## src/pkg/pll_cfg_pkg.sv

```systemverilog
// Constants for the PLL, serializer and trigger configuration registers
`default_nettype none
package pll_cfg_pkg;
    // ************************************************
    // Serial control frame
    // ************************************************
    localparam int ADDR_W     = 15;
    localparam int DATA_W     = 8;
    localparam int FRAME_BITS = 24;
    localparam int HEAD_BITS  = 16;
    localparam int RW_POS     = 23;
    localparam int SYNC_DEPTH = 3;

    // ************************************************
    // Register offsets
    // ************************************************
    localparam logic [14:0] OSC_BIAS_ADDR   = 15'h003F;
    localparam logic [14:0] PREEMPH_ADDR    = 15'h0048;
    localparam logic [14:0] TRIG_CTRL_ADDR  = 15'h0057;
    localparam logic [14:0] PLL_OVR_ADDR    = 15'h0058;

    // ************************************************
    // Reset values
    // ************************************************
    localparam logic [7:0] OSC_BIAS_RST  = 8'h4F;
    localparam logic [7:0] PREEMPH_RST   = 8'h00;
    localparam logic [7:0] TRIG_CTRL_RST = 8'h00;
    localparam logic [7:0] PLL_OVR_RST   = 8'h00;
    localparam logic [7:0] UNMAPPED_RD   = 8'h00;

    // ************************************************
    // Field positions
    // ************************************************
    localparam int BIAS_MSB        = 6;
    localparam int PREEMPH_MSB     = 3;
    localparam int TRIG_EN_BIT     = 7;
    localparam int TRIG_MODE_MSB   = 2;
    localparam int OVR_EN_BIT      = 7;
    localparam int SECOND_MODE_LSB = 4;
    localparam int FIRST_MODE_LSB  = 2;
    localparam int SE_REF_BIT      = 1;
    localparam int PLL_EN_BIT      = 0;

    // ************************************************
    // Mode codes
    // ************************************************
    localparam logic [2:0] TRIG_UI16      = 3'h0;
    localparam logic [2:0] TRIG_UI32      = 3'h1;
    localparam logic [2:0] TRIG_UI64      = 3'h2;
    localparam logic [2:0] TRIG_TIMESTAMP = 3'h3;
    localparam logic [1:0] REF_OFF        = 2'h0;
    localparam logic [1:0] REF_DIV1       = 2'h1;
    localparam logic [1:0] REF_DIV2       = 2'h2;
    localparam logic [1:0] REF_DIV4       = 2'h3;
endpackage : pll_cfg_pkg
`default_nettype wire
```

## src/logic/pll_serdes_trigger_config_regs.sv

```systemverilog
// Serial-port register slice for PLL bias, pre-emphasis, trigger output and PLL override
`timescale 1ns/1ps
`default_nettype none
module pll_serdes_trigger_config_regs (
    input  wire logic       sys_clk,           // 40 MHz control clock
    input  wire logic       resetn,            // Async reset, active low
    input  wire logic       spiCsN,            // Serial port select, active low
    input  wire logic       spiClk,            // Serial port clock
    input  wire logic       spiDataIn,         // Serial data into device
    output var  logic       spiDataOut,        // Serial read data
    output var  logic       spiDataOutEn,      // High while driving read data
    input  wire logic       pinPllEnable,      // PLL enable strap pin
    input  wire logic       pinSingleEndedRef, // Reference select strap pin
    input  wire logic [1:0] pinFirstRefMode,   // First ref output mode from pins
    input  wire logic [1:0] pinSecondRefMode,  // Second ref output mode from pins
    output var  logic [6:0] oscillatorBiasLevel,   // Oscillator bias
    output var  logic [3:0] lanePreemphasis,       // Global lane pre-emphasis
    output var  logic       triggerOutputEnable,   // Trigger buffer/divider on
    output var  logic [2:0] triggerOutputMode,     // Trigger output mode
    output var  logic       triggerFromSerializer, // Trigger is serializer clock
    output var  logic       triggerFromTimestamp,  // Trigger is resampled timestamp
    output var  logic       pllEnable,             // Effective PLL enable
    output var  logic       singleEndedRefSelect,  // Effective reference select
    output var  logic [1:0] firstRefOutputMode,    // Effective first ref mode
    output var  logic [1:0] secondRefOutputMode    // Effective second ref mode
);
    localparam int NIN = 9;
    localparam logic [NIN-1:0] FILT_RST = 9'h100;

    // ************************************************
    // Pin input filtering
    // ************************************************
    logic [NIN-1:0] rawIn;
    logic [NIN-1:0] sync1_r;
    logic [NIN-1:0] sync2_r;
    logic [NIN-1:0] sync3_r;
    logic [NIN-1:0] filt_r;
    assign rawIn = {spiCsN, spiClk, spiDataIn, pinPllEnable, pinSingleEndedRef,
                    pinFirstRefMode, pinSecondRefMode};
    genvar gi;
    generate
        for (gi = 0; gi < NIN; gi++) begin : g_sync
            always_ff @(posedge sys_clk or negedge resetn) begin
                if (!resetn) begin
                    sync1_r[gi] <= FILT_RST[gi];
                    sync2_r[gi] <= FILT_RST[gi];
                    sync3_r[gi] <= FILT_RST[gi];
                    filt_r[gi]  <= FILT_RST[gi];
                end else begin
                    sync1_r[gi] <= rawIn[gi];
                    sync2_r[gi] <= sync1_r[gi];
                    sync3_r[gi] <= sync2_r[gi];
                    if (sync2_r[gi] == sync3_r[gi]) begin
                        filt_r[gi] <= sync3_r[gi];
                    end
                end
            end
        end
    endgenerate
    logic       csN;
    logic       sclk;
    logic       sdi;
    logic       pinPllEn;
    logic       pinSeRef;
    logic [1:0] pinFirst;
    logic [1:0] pinSecond;
    assign {csN, sclk, sdi, pinPllEn, pinSeRef, pinFirst, pinSecond} = filt_r;

    // ************************************************
    // Serial frame engine
    // ************************************************
    logic                               sclkPrev_r;
    logic [4:0]                         bitCnt_r;
    logic [pll_cfg_pkg::FRAME_BITS-2:0] shiftIn_r;
    logic [7:0]                         txShift_r;
    logic [7:0]                         readData;
    logic                               sclkRise;
    logic                               sclkFall;
    logic                               rdFrame_r;
    logic                               commitWr;
    logic [14:0]                        wrAddr;
    logic [14:0]                        rdAddr;
    logic [7:0]                         wrData;
    assign sclkRise = !csN && sclk && !sclkPrev_r;
    assign sclkFall = !csN && !sclk && sclkPrev_r;
    assign rdAddr   = {shiftIn_r[pll_cfg_pkg::HEAD_BITS-3:0], sdi};
    assign wrAddr   = shiftIn_r[pll_cfg_pkg::FRAME_BITS-3 -: pll_cfg_pkg::ADDR_W];
    assign wrData   = {shiftIn_r[6:0], sdi};
    assign commitWr = sclkRise && (bitCnt_r == 5'(pll_cfg_pkg::FRAME_BITS - 1))
                      && !shiftIn_r[pll_cfg_pkg::FRAME_BITS-2];
    always_ff @(posedge sys_clk or negedge resetn) begin
        if (!resetn) begin
            sclkPrev_r <= 1'b0;
            bitCnt_r   <= 5'h00;
            shiftIn_r  <= '0;
            rdFrame_r  <= 1'b0;
        end else begin
            sclkPrev_r <= sclk;
            if (csN) begin
                bitCnt_r  <= 5'h00;
                rdFrame_r <= 1'b0;
            end else if (sclkRise && bitCnt_r != 5'(pll_cfg_pkg::FRAME_BITS)) begin
                bitCnt_r  <= bitCnt_r + 5'h01;
                shiftIn_r <= {shiftIn_r[pll_cfg_pkg::FRAME_BITS-3:0], sdi};
                if (bitCnt_r == 5'(pll_cfg_pkg::HEAD_BITS - 1)) begin
                    rdFrame_r <= shiftIn_r[pll_cfg_pkg::HEAD_BITS-2];
                end
            end
        end
    end

    // ************************************************
    // Register storage
    // ************************************************
    logic [7:0] oscBias_r;
    logic [7:0] preemph_r;
    logic [7:0] trigCtrl_r;
    logic [7:0] pllOvr_r;
    always_ff @(posedge sys_clk or negedge resetn) begin
        if (!resetn) begin
            oscBias_r <= pll_cfg_pkg::OSC_BIAS_RST;
        end else if (commitWr && wrAddr == pll_cfg_pkg::OSC_BIAS_ADDR) begin
            oscBias_r <= wrData;
        end
    end
    always_ff @(posedge sys_clk or negedge resetn) begin
        if (!resetn) begin
            preemph_r <= pll_cfg_pkg::PREEMPH_RST;
        end else if (commitWr && wrAddr == pll_cfg_pkg::PREEMPH_ADDR) begin
            preemph_r <= wrData;
        end
    end
    always_ff @(posedge sys_clk or negedge resetn) begin
        if (!resetn) begin
            trigCtrl_r <= pll_cfg_pkg::TRIG_CTRL_RST;
        end else if (commitWr && wrAddr == pll_cfg_pkg::TRIG_CTRL_ADDR) begin
            trigCtrl_r <= wrData;
        end
    end
    always_ff @(posedge sys_clk or negedge resetn) begin
        if (!resetn) begin
            pllOvr_r <= pll_cfg_pkg::PLL_OVR_RST;
        end else if (commitWr && wrAddr == pll_cfg_pkg::PLL_OVR_ADDR) begin
            pllOvr_r <= wrData;
        end
    end

    // ************************************************
    // Read path
    // ************************************************
    always_comb begin
        case (rdAddr)
            pll_cfg_pkg::OSC_BIAS_ADDR:  readData = oscBias_r;
            pll_cfg_pkg::PREEMPH_ADDR:   readData = preemph_r;
            pll_cfg_pkg::TRIG_CTRL_ADDR: readData = trigCtrl_r;
            pll_cfg_pkg::PLL_OVR_ADDR:   readData = pllOvr_r;
            default:                     readData = pll_cfg_pkg::UNMAPPED_RD;
        endcase
    end
    // Read data loads after the header, shifts out on falling clock
    always_ff @(posedge sys_clk or negedge resetn) begin
        if (!resetn) begin
            txShift_r    <= 8'h00;
            spiDataOut   <= 1'b0;
            spiDataOutEn <= 1'b0;
        end else begin
            spiDataOutEn <= !csN && rdFrame_r && bitCnt_r >= 5'(pll_cfg_pkg::HEAD_BITS)
                            && bitCnt_r != 5'(pll_cfg_pkg::FRAME_BITS);
            if (csN) begin
                txShift_r  <= 8'h00;
                spiDataOut <= 1'b0;
            end else if (sclkRise && bitCnt_r == 5'(pll_cfg_pkg::HEAD_BITS - 1)) begin
                txShift_r <= readData;
            end else if (sclkFall && bitCnt_r >= 5'(pll_cfg_pkg::HEAD_BITS)) begin
                spiDataOut <= txShift_r[7];
                txShift_r  <= {txShift_r[6:0], 1'b0};
            end
        end
    end

    // ************************************************
    // Control outputs
    // ************************************************
    logic       ovrEn;
    logic [1:0] firstSel;
    logic [1:0] secondSel;
    logic [2:0] trigMode;
    assign ovrEn     = pllOvr_r[pll_cfg_pkg::OVR_EN_BIT];
    assign trigMode  = trigCtrl_r[pll_cfg_pkg::TRIG_MODE_MSB:0];
    assign firstSel  = ovrEn ? pllOvr_r[pll_cfg_pkg::FIRST_MODE_LSB +: 2] : pinFirst;
    assign secondSel = ovrEn ? pllOvr_r[pll_cfg_pkg::SECOND_MODE_LSB +: 2] : pinSecond;
    always_ff @(posedge sys_clk or negedge resetn) begin
        if (!resetn) begin
            oscillatorBiasLevel <= pll_cfg_pkg::OSC_BIAS_RST[6:0];
            lanePreemphasis     <= pll_cfg_pkg::PREEMPH_RST[3:0];
        end else begin
            oscillatorBiasLevel <= oscBias_r[pll_cfg_pkg::BIAS_MSB:0];
            lanePreemphasis     <= preemph_r[pll_cfg_pkg::PREEMPH_MSB:0];
        end
    end
    always_ff @(posedge sys_clk or negedge resetn) begin
        if (!resetn) begin
            triggerOutputEnable   <= 1'b0;
            triggerOutputMode     <= pll_cfg_pkg::TRIG_UI16;
            triggerFromSerializer <= 1'b0;
            triggerFromTimestamp  <= 1'b0;
        end else begin
            triggerOutputEnable   <= trigCtrl_r[pll_cfg_pkg::TRIG_EN_BIT];
            triggerOutputMode     <= trigMode;
            triggerFromSerializer <= trigCtrl_r[pll_cfg_pkg::TRIG_EN_BIT]
                                     && trigMode <= pll_cfg_pkg::TRIG_UI64;
            triggerFromTimestamp  <= trigCtrl_r[pll_cfg_pkg::TRIG_EN_BIT]
                                     && trigMode == pll_cfg_pkg::TRIG_TIMESTAMP;
        end
    end
    always_ff @(posedge sys_clk or negedge resetn) begin
        if (!resetn) begin
            pllEnable            <= 1'b0;
            singleEndedRefSelect <= 1'b0;
            firstRefOutputMode   <= pll_cfg_pkg::REF_OFF;
            secondRefOutputMode  <= pll_cfg_pkg::REF_OFF;
        end else begin
            pllEnable            <= ovrEn ? pllOvr_r[pll_cfg_pkg::PLL_EN_BIT] : pinPllEn;
            singleEndedRefSelect <= ovrEn ? pllOvr_r[pll_cfg_pkg::SE_REF_BIT] : pinSeRef;
            firstRefOutputMode   <= firstSel;
            secondRefOutputMode  <= (firstSel == pll_cfg_pkg::REF_OFF) ?
                                    pll_cfg_pkg::REF_OFF : secondSel;
        end
    end
endmodule : pll_serdes_trigger_config_regs
`default_nettype wire

```

## config.mk

```make
export PLATFORM = sky130hd
export DESIGN_NAME = pll_serdes_trigger_config_regs
export DESIGN_NICKNAME = d
export VERILOG_FILES = /design/src/pkg/pll_cfg_pkg.sv /design/src/logic/pll_serdes_trigger_config_regs.sv
export SDC_FILE = /design/constraint.sdc
export NUM_CORES = 1
export LEC_CHECK = 0
export BUFFER_PORTS_ARGS = -buffer_cell sky130_fd_sc_hd__clkbuf_2
export CORE_AREA = 2 2 103 105
export DETAILED_ROUTE_END_ITERATION = 8
export DIE_AREA = 0 0 105 107
export GPL_ROUTABILITY_DRIVEN = 0
export PLACE_DENSITY = 0.67
export SKIP_CTS_REPAIR_TIMING = 1
export SYNTH_ARGS = -nofsm -noshare
export SYNTH_HDL_FRONTEND = slang
export SYNTH_SLANG_ARGS = --single-unit
```

## constraint.sdc

```tcl
create_clock -name sys_clk -period 4.2 [get_ports sys_clk]
set_input_delay 0.42 -clock sys_clk [delete_from_list [all_inputs] [get_ports sys_clk]]
set_output_delay 0.42 -clock sys_clk [all_outputs]
set_load 0.02 [all_outputs]
```

Word-level counts from Yosys, hierarchy flattened
Cells that the tools add are included.
{"block": "classes", "reduce_logical": 30, "muxes": 17, "n_bitwise": 1, "n_addsub": 1, "n_eq_ne": 22, "order_cmp": 2}
{"operator": "15-bit by 7-bit == test with 1-bit output (second input constant)", "n": 6}
{"operator": "8-bit case mux with 4 select lines", "n": 1}
{"operator": "15-bit by 6-bit == test with 1-bit output (second input constant)", "n": 2}
{"operator": "8-bit two-way mux", "n": 3}
{"operator": "1-bit logical AND", "n": 18}
{"operator": "5-bit two-way mux", "n": 2}
{"operator": "1-bit == test", "n": 9}
{"operator": "1-bit two-way mux", "n": 8}
{"operator": "2-bit two-way mux", "n": 3}
{"operator": "2-bit AND reduction", "n": 3}
{"operator": "2-bit nonzero test", "n": 3}
{"operator": "5-bit by 1-bit adder with 5-bit output (second input constant)", "n": 1}
{"operator": "5-bit by 4-bit == test with 1-bit output (second input constant)", "n": 1}
{"operator": "5-bit == test (second input constant)", "n": 1}
{"operator": "5-bit greater-or-equal comparator (second input constant)", "n": 1}
{"operator": "5-bit != test (second input constant)", "n": 1}
{"operator": "1-bit zero test", "n": 4}
{"operator": "3-bit by 2-bit == test with 1-bit output (second input constant)", "n": 1}
{"operator": "3-bit by 2-bit <= comparator with 1-bit output (second input constant)", "n": 1}
{"operator": "3-bit nonzero test", "n": 1}
{"operator": "2-bit zero test", "n": 1}
{"operator": "2-bit != test (second input constant)", "n": 1}
{"operator": "1-bit NOT", "n": 1}
{"block": "word_totals", "regBits": 131, "wordCells": 130, "out_inout_bits": 25, "in_bits": 11}

Depth between registers and ports, before layout
Gate-level depths: netlist of run 1.
{"block": "depth", "word_depth": 7, "mapped_depth": 8, "depth_no_buf": 6}

Worst setup path before layout of run 1
No wires, ideal clock.
{"block": "synth_timing", "path_kind": "reg2reg", "start": "register shiftIn_r[22] in the netlist's numbering", "end": "register trigCtrl_r[0]", "path_buffers": 0, "setup_time_ns": 0.125, "setup_slack_ns": 2.216, "required_ns": 4.075, "arrival_time_ns": 1.859, "synth_period_minus_slack_ns": 1.984, "stages_incl_launch_ff": 5, "path_cell_list": "dfrtp_1 -> nor4_1 -> nand4_4 -> nor4b_4 -> mux2_2"}
{"block": "synth_via", "elab_chain_cells": 3}
{"element": "from (decl)", "line": "pll_serdes_trigger_config_regs.sv:74", "text": "logic [pll_cfg_pkg::FRAME_BITS-2:0] shiftIn_r;"}
{"element": "from (signal assigned)", "line": "pll_serdes_trigger_config_regs.sv:104", "text": "shiftIn_r <= {shiftIn_r[pll_cfg_pkg::FRAME_BITS-3:0], sdi};"}
{"element": "1-bit zero test", "line": "pll_serdes_trigger_config_regs.sv:90", "text": "&& !shiftIn_r[pll_cfg_pkg::FRAME_BITS-2];"}
{"element": "1-bit logical AND", "line": "pll_serdes_trigger_config_regs.sv:90"}
{"element": "1-bit logical AND", "line": "pll_serdes_trigger_config_regs.sv:136", "text": "end else if (commitWr && wrAddr == pll_cfg_pkg::TRIG_CTRL_ADDR) begin"}
{"element": "to (signal assigned)", "line": "pll_serdes_trigger_config_regs.sv:135", "text": "trigCtrl_r <= pll_cfg_pkg::TRIG_CTRL_RST;"}
{"element": "to (signal assigned)", "line": "pll_serdes_trigger_config_regs.sv:137", "text": "trigCtrl_r <= wrData;"}
{"element": "to (decl)", "line": "pll_serdes_trigger_config_regs.sv:117", "text": "logic [7:0] trigCtrl_r;"}
No other way between the ends.
A chain may end at the register's enable or synchronous reset.

Worst setup path after layout of run 1
{"block": "layout_timing", "start": "register bitCnt_r[0]", "end": "register txShift_r[7]"}
{"block": "layout_via", "elab_chain_cells": 4, "elab_cells_between_ends": 7, "classes_between": "order compare: 1; eq/ne: 1; mux: 2; reduce/logical: 3"}
{"element": "from (decl)", "line": "pll_serdes_trigger_config_regs.sv:73", "text": "logic [4:0] bitCnt_r;"}
{"element": "from (signal assigned)", "line": "pll_serdes_trigger_config_regs.sv:103", "text": "bitCnt_r <= bitCnt_r + 5'h01;"}
{"element": "parallel branches: the longest is 4 deep, another holds 5-bit greater-or-equal comparator"}
{"element": "to (signal assigned)", "line": "pll_serdes_trigger_config_regs.sv:173", "text": "txShift_r <= readData;"}
{"element": "to (signal assigned)", "line": "pll_serdes_trigger_config_regs.sv:176", "text": "txShift_r <= {txShift_r[6:0], 1'b0};"}
{"element": "to (decl)", "line": "pll_serdes_trigger_config_regs.sv:75", "text": "logic [7:0] txShift_r;"}
Parallel ways; which one is timed is not known.

==> results.cfg, run 1 <==
[route]
ant_nets = 0
drt-pass1-iter-count = 4
drtIter0Drc = 121
drt-total-wl_um = 8720
drt-vias-per-instance = 5.37
drc = 0
vias = 2764
wire_per_inst_um = 16.9

[timing]
period_share = 0.568
tightest_slew_ns = 1.10
hold_slack_ns = 0.0892
fmax_mhz = 419
rsz0062_at_grt = false
slew_violations = 0
setup_slack_ns = 1.81
finalSetupTns_ns = 0
finalHoldViolations = 0
setup_viol = 0
skew_ns = 0.00789
period_needed_ns = 2.39
relSlewSlack = 0.264

[finish]
area_growth_pct = 20.4
fin_nets = 380
final.fill_count = 805
ff_latch_area_sq_mm = 0.00330
fin_area_sq_mm = 0.00594
fin_cells = 515
drive_above_1_share = 0.435
multi_input_area_sq_mm = 0.00159
final_common_cell = dfrtp_1
antennaDiodeCount = 0
final_cell_mix = dfrtp_1, mux2_2, clkbuf_2
final_core_util = 0.589

[setup_path]
path_max_fanout = 8
reg2reg_from = bitCnt_r[0]
r2r_cells = 6
critPathRequiredTime_ns = 4.63
reg2reg_slack_ns = 1.81
arrival_ns = 2.82
path_class = flip-flop to flip-flop
start_kind = flip-flop
timing.rr.end = txShift_r[7]
end_kind = flip-flop

[die]
row_count = 37
core_sq_mm = 0.0101
io_pins = 36
initial_core_util = 0.489
die_y_um = 107
die_w_um = 105
die-area_sq_mm = 0.0112

[clocking]
cts_buffers = 17
htreeDepth = 4
path_clk_slew_ns = 0.06
clock_sinks = 131
clk-insertion-delay-late_ns = 0.52
cts_tree = built
clock-root-buffer = clkbuf_8
clk_path_buf_depth = 2

[power_and_ir_drop]
p_per_area_mw_per_mm2 = 525
switching_share = 0.250
p_comb_frac = 0.079
clkPwrFrac = 0.450
fin_total_pwr_mw = 3.12
peakVddDrop_mv = 0.269
power_frac_seq = 0.471
p_int_mw = 2.34
leakagePower_nw = 2.71
power_switching_mw = 0.778

[status]
outcome = completed

[grt]
grt_overflow_total = 0
grt_pass1_vias = 2852
grt_max_degree = 87
grt_pass1_wl_um = 14800
grtUsageTotal = 0.176
antenna_found_initial = 0

[placed_design]
port-buffer-count = 35
place_area_sq_mm = 0.00527
dpl.cell_count = 474
place_ws_ns = 1.90
hpwl_um = 5620

[yosys]
ys_warn_count = 0
yosysUniqueCellTypes = 41
syn_nets = 322
async_flop_share = 1.00
synth_area_per_cell_sq_um = 16.0
synth_edf_count = 0
synth-main-ff-cell = dfrtp_1
netlist_instances = 308
synth-seq-cells = 131
synth_area_sq_mm = 0.00493
synth-seq-area-share = 0.668

[hold_path]
min_path_type = input port to async pin

[flow_run]
drv_cap = 0
[worst max-delay path: stages, from the launching register on]
cell and delay [ns]:
dfrtp_1 0.42, ha_1 0.25, and3_1 0.21, ha_1 0.25, a311oi_1 0.85, a22oi_1 0.15, o21ai_1 0.16
[cell families (layout without fill, tap and decap cells)]
kind of cell,count (synthesis),in the layout,share of synthesized area
adders and majority gates,12,12,0.0259
buffers and inverters,12,83,0.00913
AOI/OAI and AO/OA,30,30,0.0482
DFF,131,131,0.668
xor gates and xnor gates,2,2,0.00355
and+or+nand+nor,51,51,0.0865
muxes,70,70,0.159
[worst max path at each step]
| stage | startpoint | to |
|---|---|---|
| floorplan | shiftIn_r[22] | trigCtrl_r[0] |
| global route | sclk | shiftIn_r[5] |
| detailed placement | shiftIn_r[22] | trigCtrl_r[7] |
| global placement | shiftIn_r[16] | preemph_r[4] |
| finish | bitCnt_r[0] | txShift_r[7] |
| CTS | bitCnt_r[0] | txShift_r[7] |
[Yosys cell counts, drive strengths merged (3+ instances only)]
master	count	area, sq um
ha	3	37.5
a222oi	8	80.1
nor2	8	30.0
mux2i	3	30.0
nand4	4	40.0
o21ai	11	55.1
a22oi	7	52.6
maj3	9	90.1
nor3	4	41.3
nand2	6	22.5
nor4	5	76.3
clkbuf	7	26.3
dfrtp	117	2930
inv	5	18.8
nand3	5	25.0
nand3b	4	30.0
mux2	67	754
dfstp	14	368
[registers in the layout, indices dropped and copies added (netlist names), 9 cells and up]
signal and count:
sync1_r 9, shiftIn_r 23, sync3_r 9, sync2_r 9
[metal layers]
metal | track usage | up-vias | routed length (um)
met5 | 0 | - | 0
met4 | 0.104 | 0 | 259
met3 | 0.0523 | 20 | 335
met2 | 0.263 | 55 | 4200
met1 | 0.228 | 1426 | 3930
li1 | - | 1263 | -
[power by group through the flow]
stage	sequential, mW	clock (mW)	combinational (mW)
after floorplan	1.43	0	0.195
after global placement	1.49	0	0.233
after detailed placement	1.49	0	0.241
after CTS	1.47	1.43	0.242
after global routing	1.48	1.49	0.267
final	1.47	1.40	0.245
[final cells by class]
cell class / instances / area share
clock inverters: 12 / 0.0223
inverters: 5 / 0.00316
multi-input cells: 165 / 0.268
flip-flops and latches: 131 / 0.555
clock buffers: 20 / 0.0750
well taps: 136 / 0.0286
repair buffers: 46 / 0.0476
(Power assumes the default switching activity.)
==> run 2, diff against run 1 <==
PLACE_DENSITY = 0.69   (was 0.67)
clock period = 2.15 ns   (was 4.2 ns; I/O delays follow)
==> run 2 against run 1 <==
  * Sequential power is 89% higher
  * Final area rose by 3.3%
  * Clock power grew 100%
  * Count of clock-buffer cells in the layout down 1
  * Setup slack got worse by 1.7 ns
  * Global-route usage up 0.28 points
  * Sequential share of layout area down 1.8 points
==> results.cfg, run 2 (synthesis results as in run 1) <==
[status]
outcome = completed

[hold_path]
min_path_type = input port to async pin

[setup_path]
r2r_cells = 5
critPathRequiredTime_ns = 2.55
path_max_fanout = 8
reg2reg_slack_ns = 0.15
start_kind = flip-flop
reg2reg_from = bitCnt_r[0]
arrival_ns = 2.40
end_kind = flip-flop
cp-startpoint = bitCnt_r[0]
timing.rr.end = oscBias_r[7]
endpoint = oscBias_r[7]
path_class = flip-flop to flip-flop

[route]
met1_length_um = 3770
dr_wl_met3_um = 282
ant_nets = 0
top_layer = met4
drtIter0Drc = 223
drt-total-wl_um = 9020
drc = 0
drt-pass1-iter-count = 4
drt-vias-per-instance = 5.30
wire_per_inst_um = 16.8
met2WireLength_um = 4820
vias = 2839

[timing]
period_share = 0.931
tightest_slew_ns = 1.11
period_needed_ns = 2.00
hold_slack_ns = 0.223
skew_ns = 0.00988
fmax_mhz = 500
finalSetupTns_ns = 0
slew_violations = 0
relSlewSlack = 0.253
setup_viol = 0
finalHoldViolations = 0
rsz0062_at_grt = false

[die]
die-area_sq_mm = 0.0112
initial_core_util = 0.489
row_count = 37
die_y_um = 107
io_pins = 36
die_w_um = 105
core_sq_mm = 0.0101

[grt]
grt_pass1_vias = 2952
antenna_found_initial = 0
grt_max_degree = 54
grt_pass1_wl_um = 15000
grt_overflow_total = 0
grtUsageTotal = 0.179

[power_and_ir_drop]
power_switching_mw = 1.53
power_frac_seq = 0.444
p_per_area_mw_per_mm2 = 1020
leakagePower_nw = 2.82
switching_share = 0.245
p_comb_frac = 0.106
p_int_mw = 4.73
clkPwrFrac = 0.450
peakVddDrop_mv = 0.503

[finish]
top_register = shiftIn_r
fin_nets = 401
antennaDiodeCount = 0
final_common_cell = dfrtp_1
fin_cells = 536
multi_input_area_sq_mm = 0.00159
final.fill_count = 776
final_cell_mix = dfrtp_1, mux2_2, clkbuf_2
ff_latch_area_sq_mm = 0.00330
area_growth_pct = 24.4
largest_reg_flops = 23
drive_above_1_share = 0.463

[clocking]
clk_path_buf_depth = 2
path_clk_slew_ns = 0.06
cts_buffers = 17
clock_sinks = 131
clock-root-buffer = clkbuf_8
clk-insertion-delay-late_ns = 0.52
htreeDepth = 4
cts_tree = built

[flow_run]
drv_cap = 0

[placed_design]
dpl.cell_count = 494
hpwl_um = 5960
port-buffer-count = 35
run 2: worst min path at each step:
stage	end	slack [ns]	cells past startpoint
after global routing	lanePreemphasis[1]	0.25	2
after CTS	preemph_r[4]	-0.31	1
final	lanePreemphasis[1]	0.22	2
after floorplan	bitCnt_r[0]	-0.08	0
after detailed placement	lanePreemphasis[1]	0.24	1
after global placement	lanePreemphasis[1]	0.23	1
run 2: per-stage QoR:
step | utilization | setup slack [ns] | instance area, sq um | total power, mW
floorplan | - | 0.166 | 4930 | 3.18
global route | 0.608 | 0.0258 | 6140 | 6.51
global placement | 0.540 | 0.220 | 5450 | 3.45
detailed placement | 0.540 | 0.149 | 5450 | 3.47
finish | 0.608 | 0.149 | 6140 | 6.26
CTS | 0.598 | 0.121 | 6040 | 6.30
run 2: power by group through the flow:
| stage | clock network (mW) | logic [mW] | registers (mW) |
|---|---|---|---|
| 2_1_floorplan | 0 | 0.382 | 2.80 |
| 6_report | 2.82 | 0.666 | 2.78 |
| 3_5_place_dp | 0 | 0.657 | 2.82 |
| 3_3_place_gp | 0 | 0.639 | 2.81 |
| 4_1_cts | 2.87 | 0.659 | 2.78 |
| 5_1_grt | 2.99 | 0.721 | 2.80 |
run 2: critical path, cell delays in order (launching register included):
cell,delay (ns)
dfrtp_1,0.40
ha_1,0.19
and4bb_2,0.26
nand4_4,0.16
nor3_4,0.47
mux2_2,0.39
run 2: layout make-up:
cell class | count | area share
clock buffers | 19 | 0.0703
inverters | 5 | 0.00306
multi-input cells | 165 | 0.260
clock inverters | 13 | 0.0261
flip-flops and latches | 131 | 0.537
repair buffers | 67 | 0.0762
well taps | 136 | 0.0277
run 2: layer usage:
layer	GRT usage	vias up
li1	-	1299
met1	0.207	1481
met2	0.308	49
met3	0.0547	10
met4	0.0752	0
met5	0	-
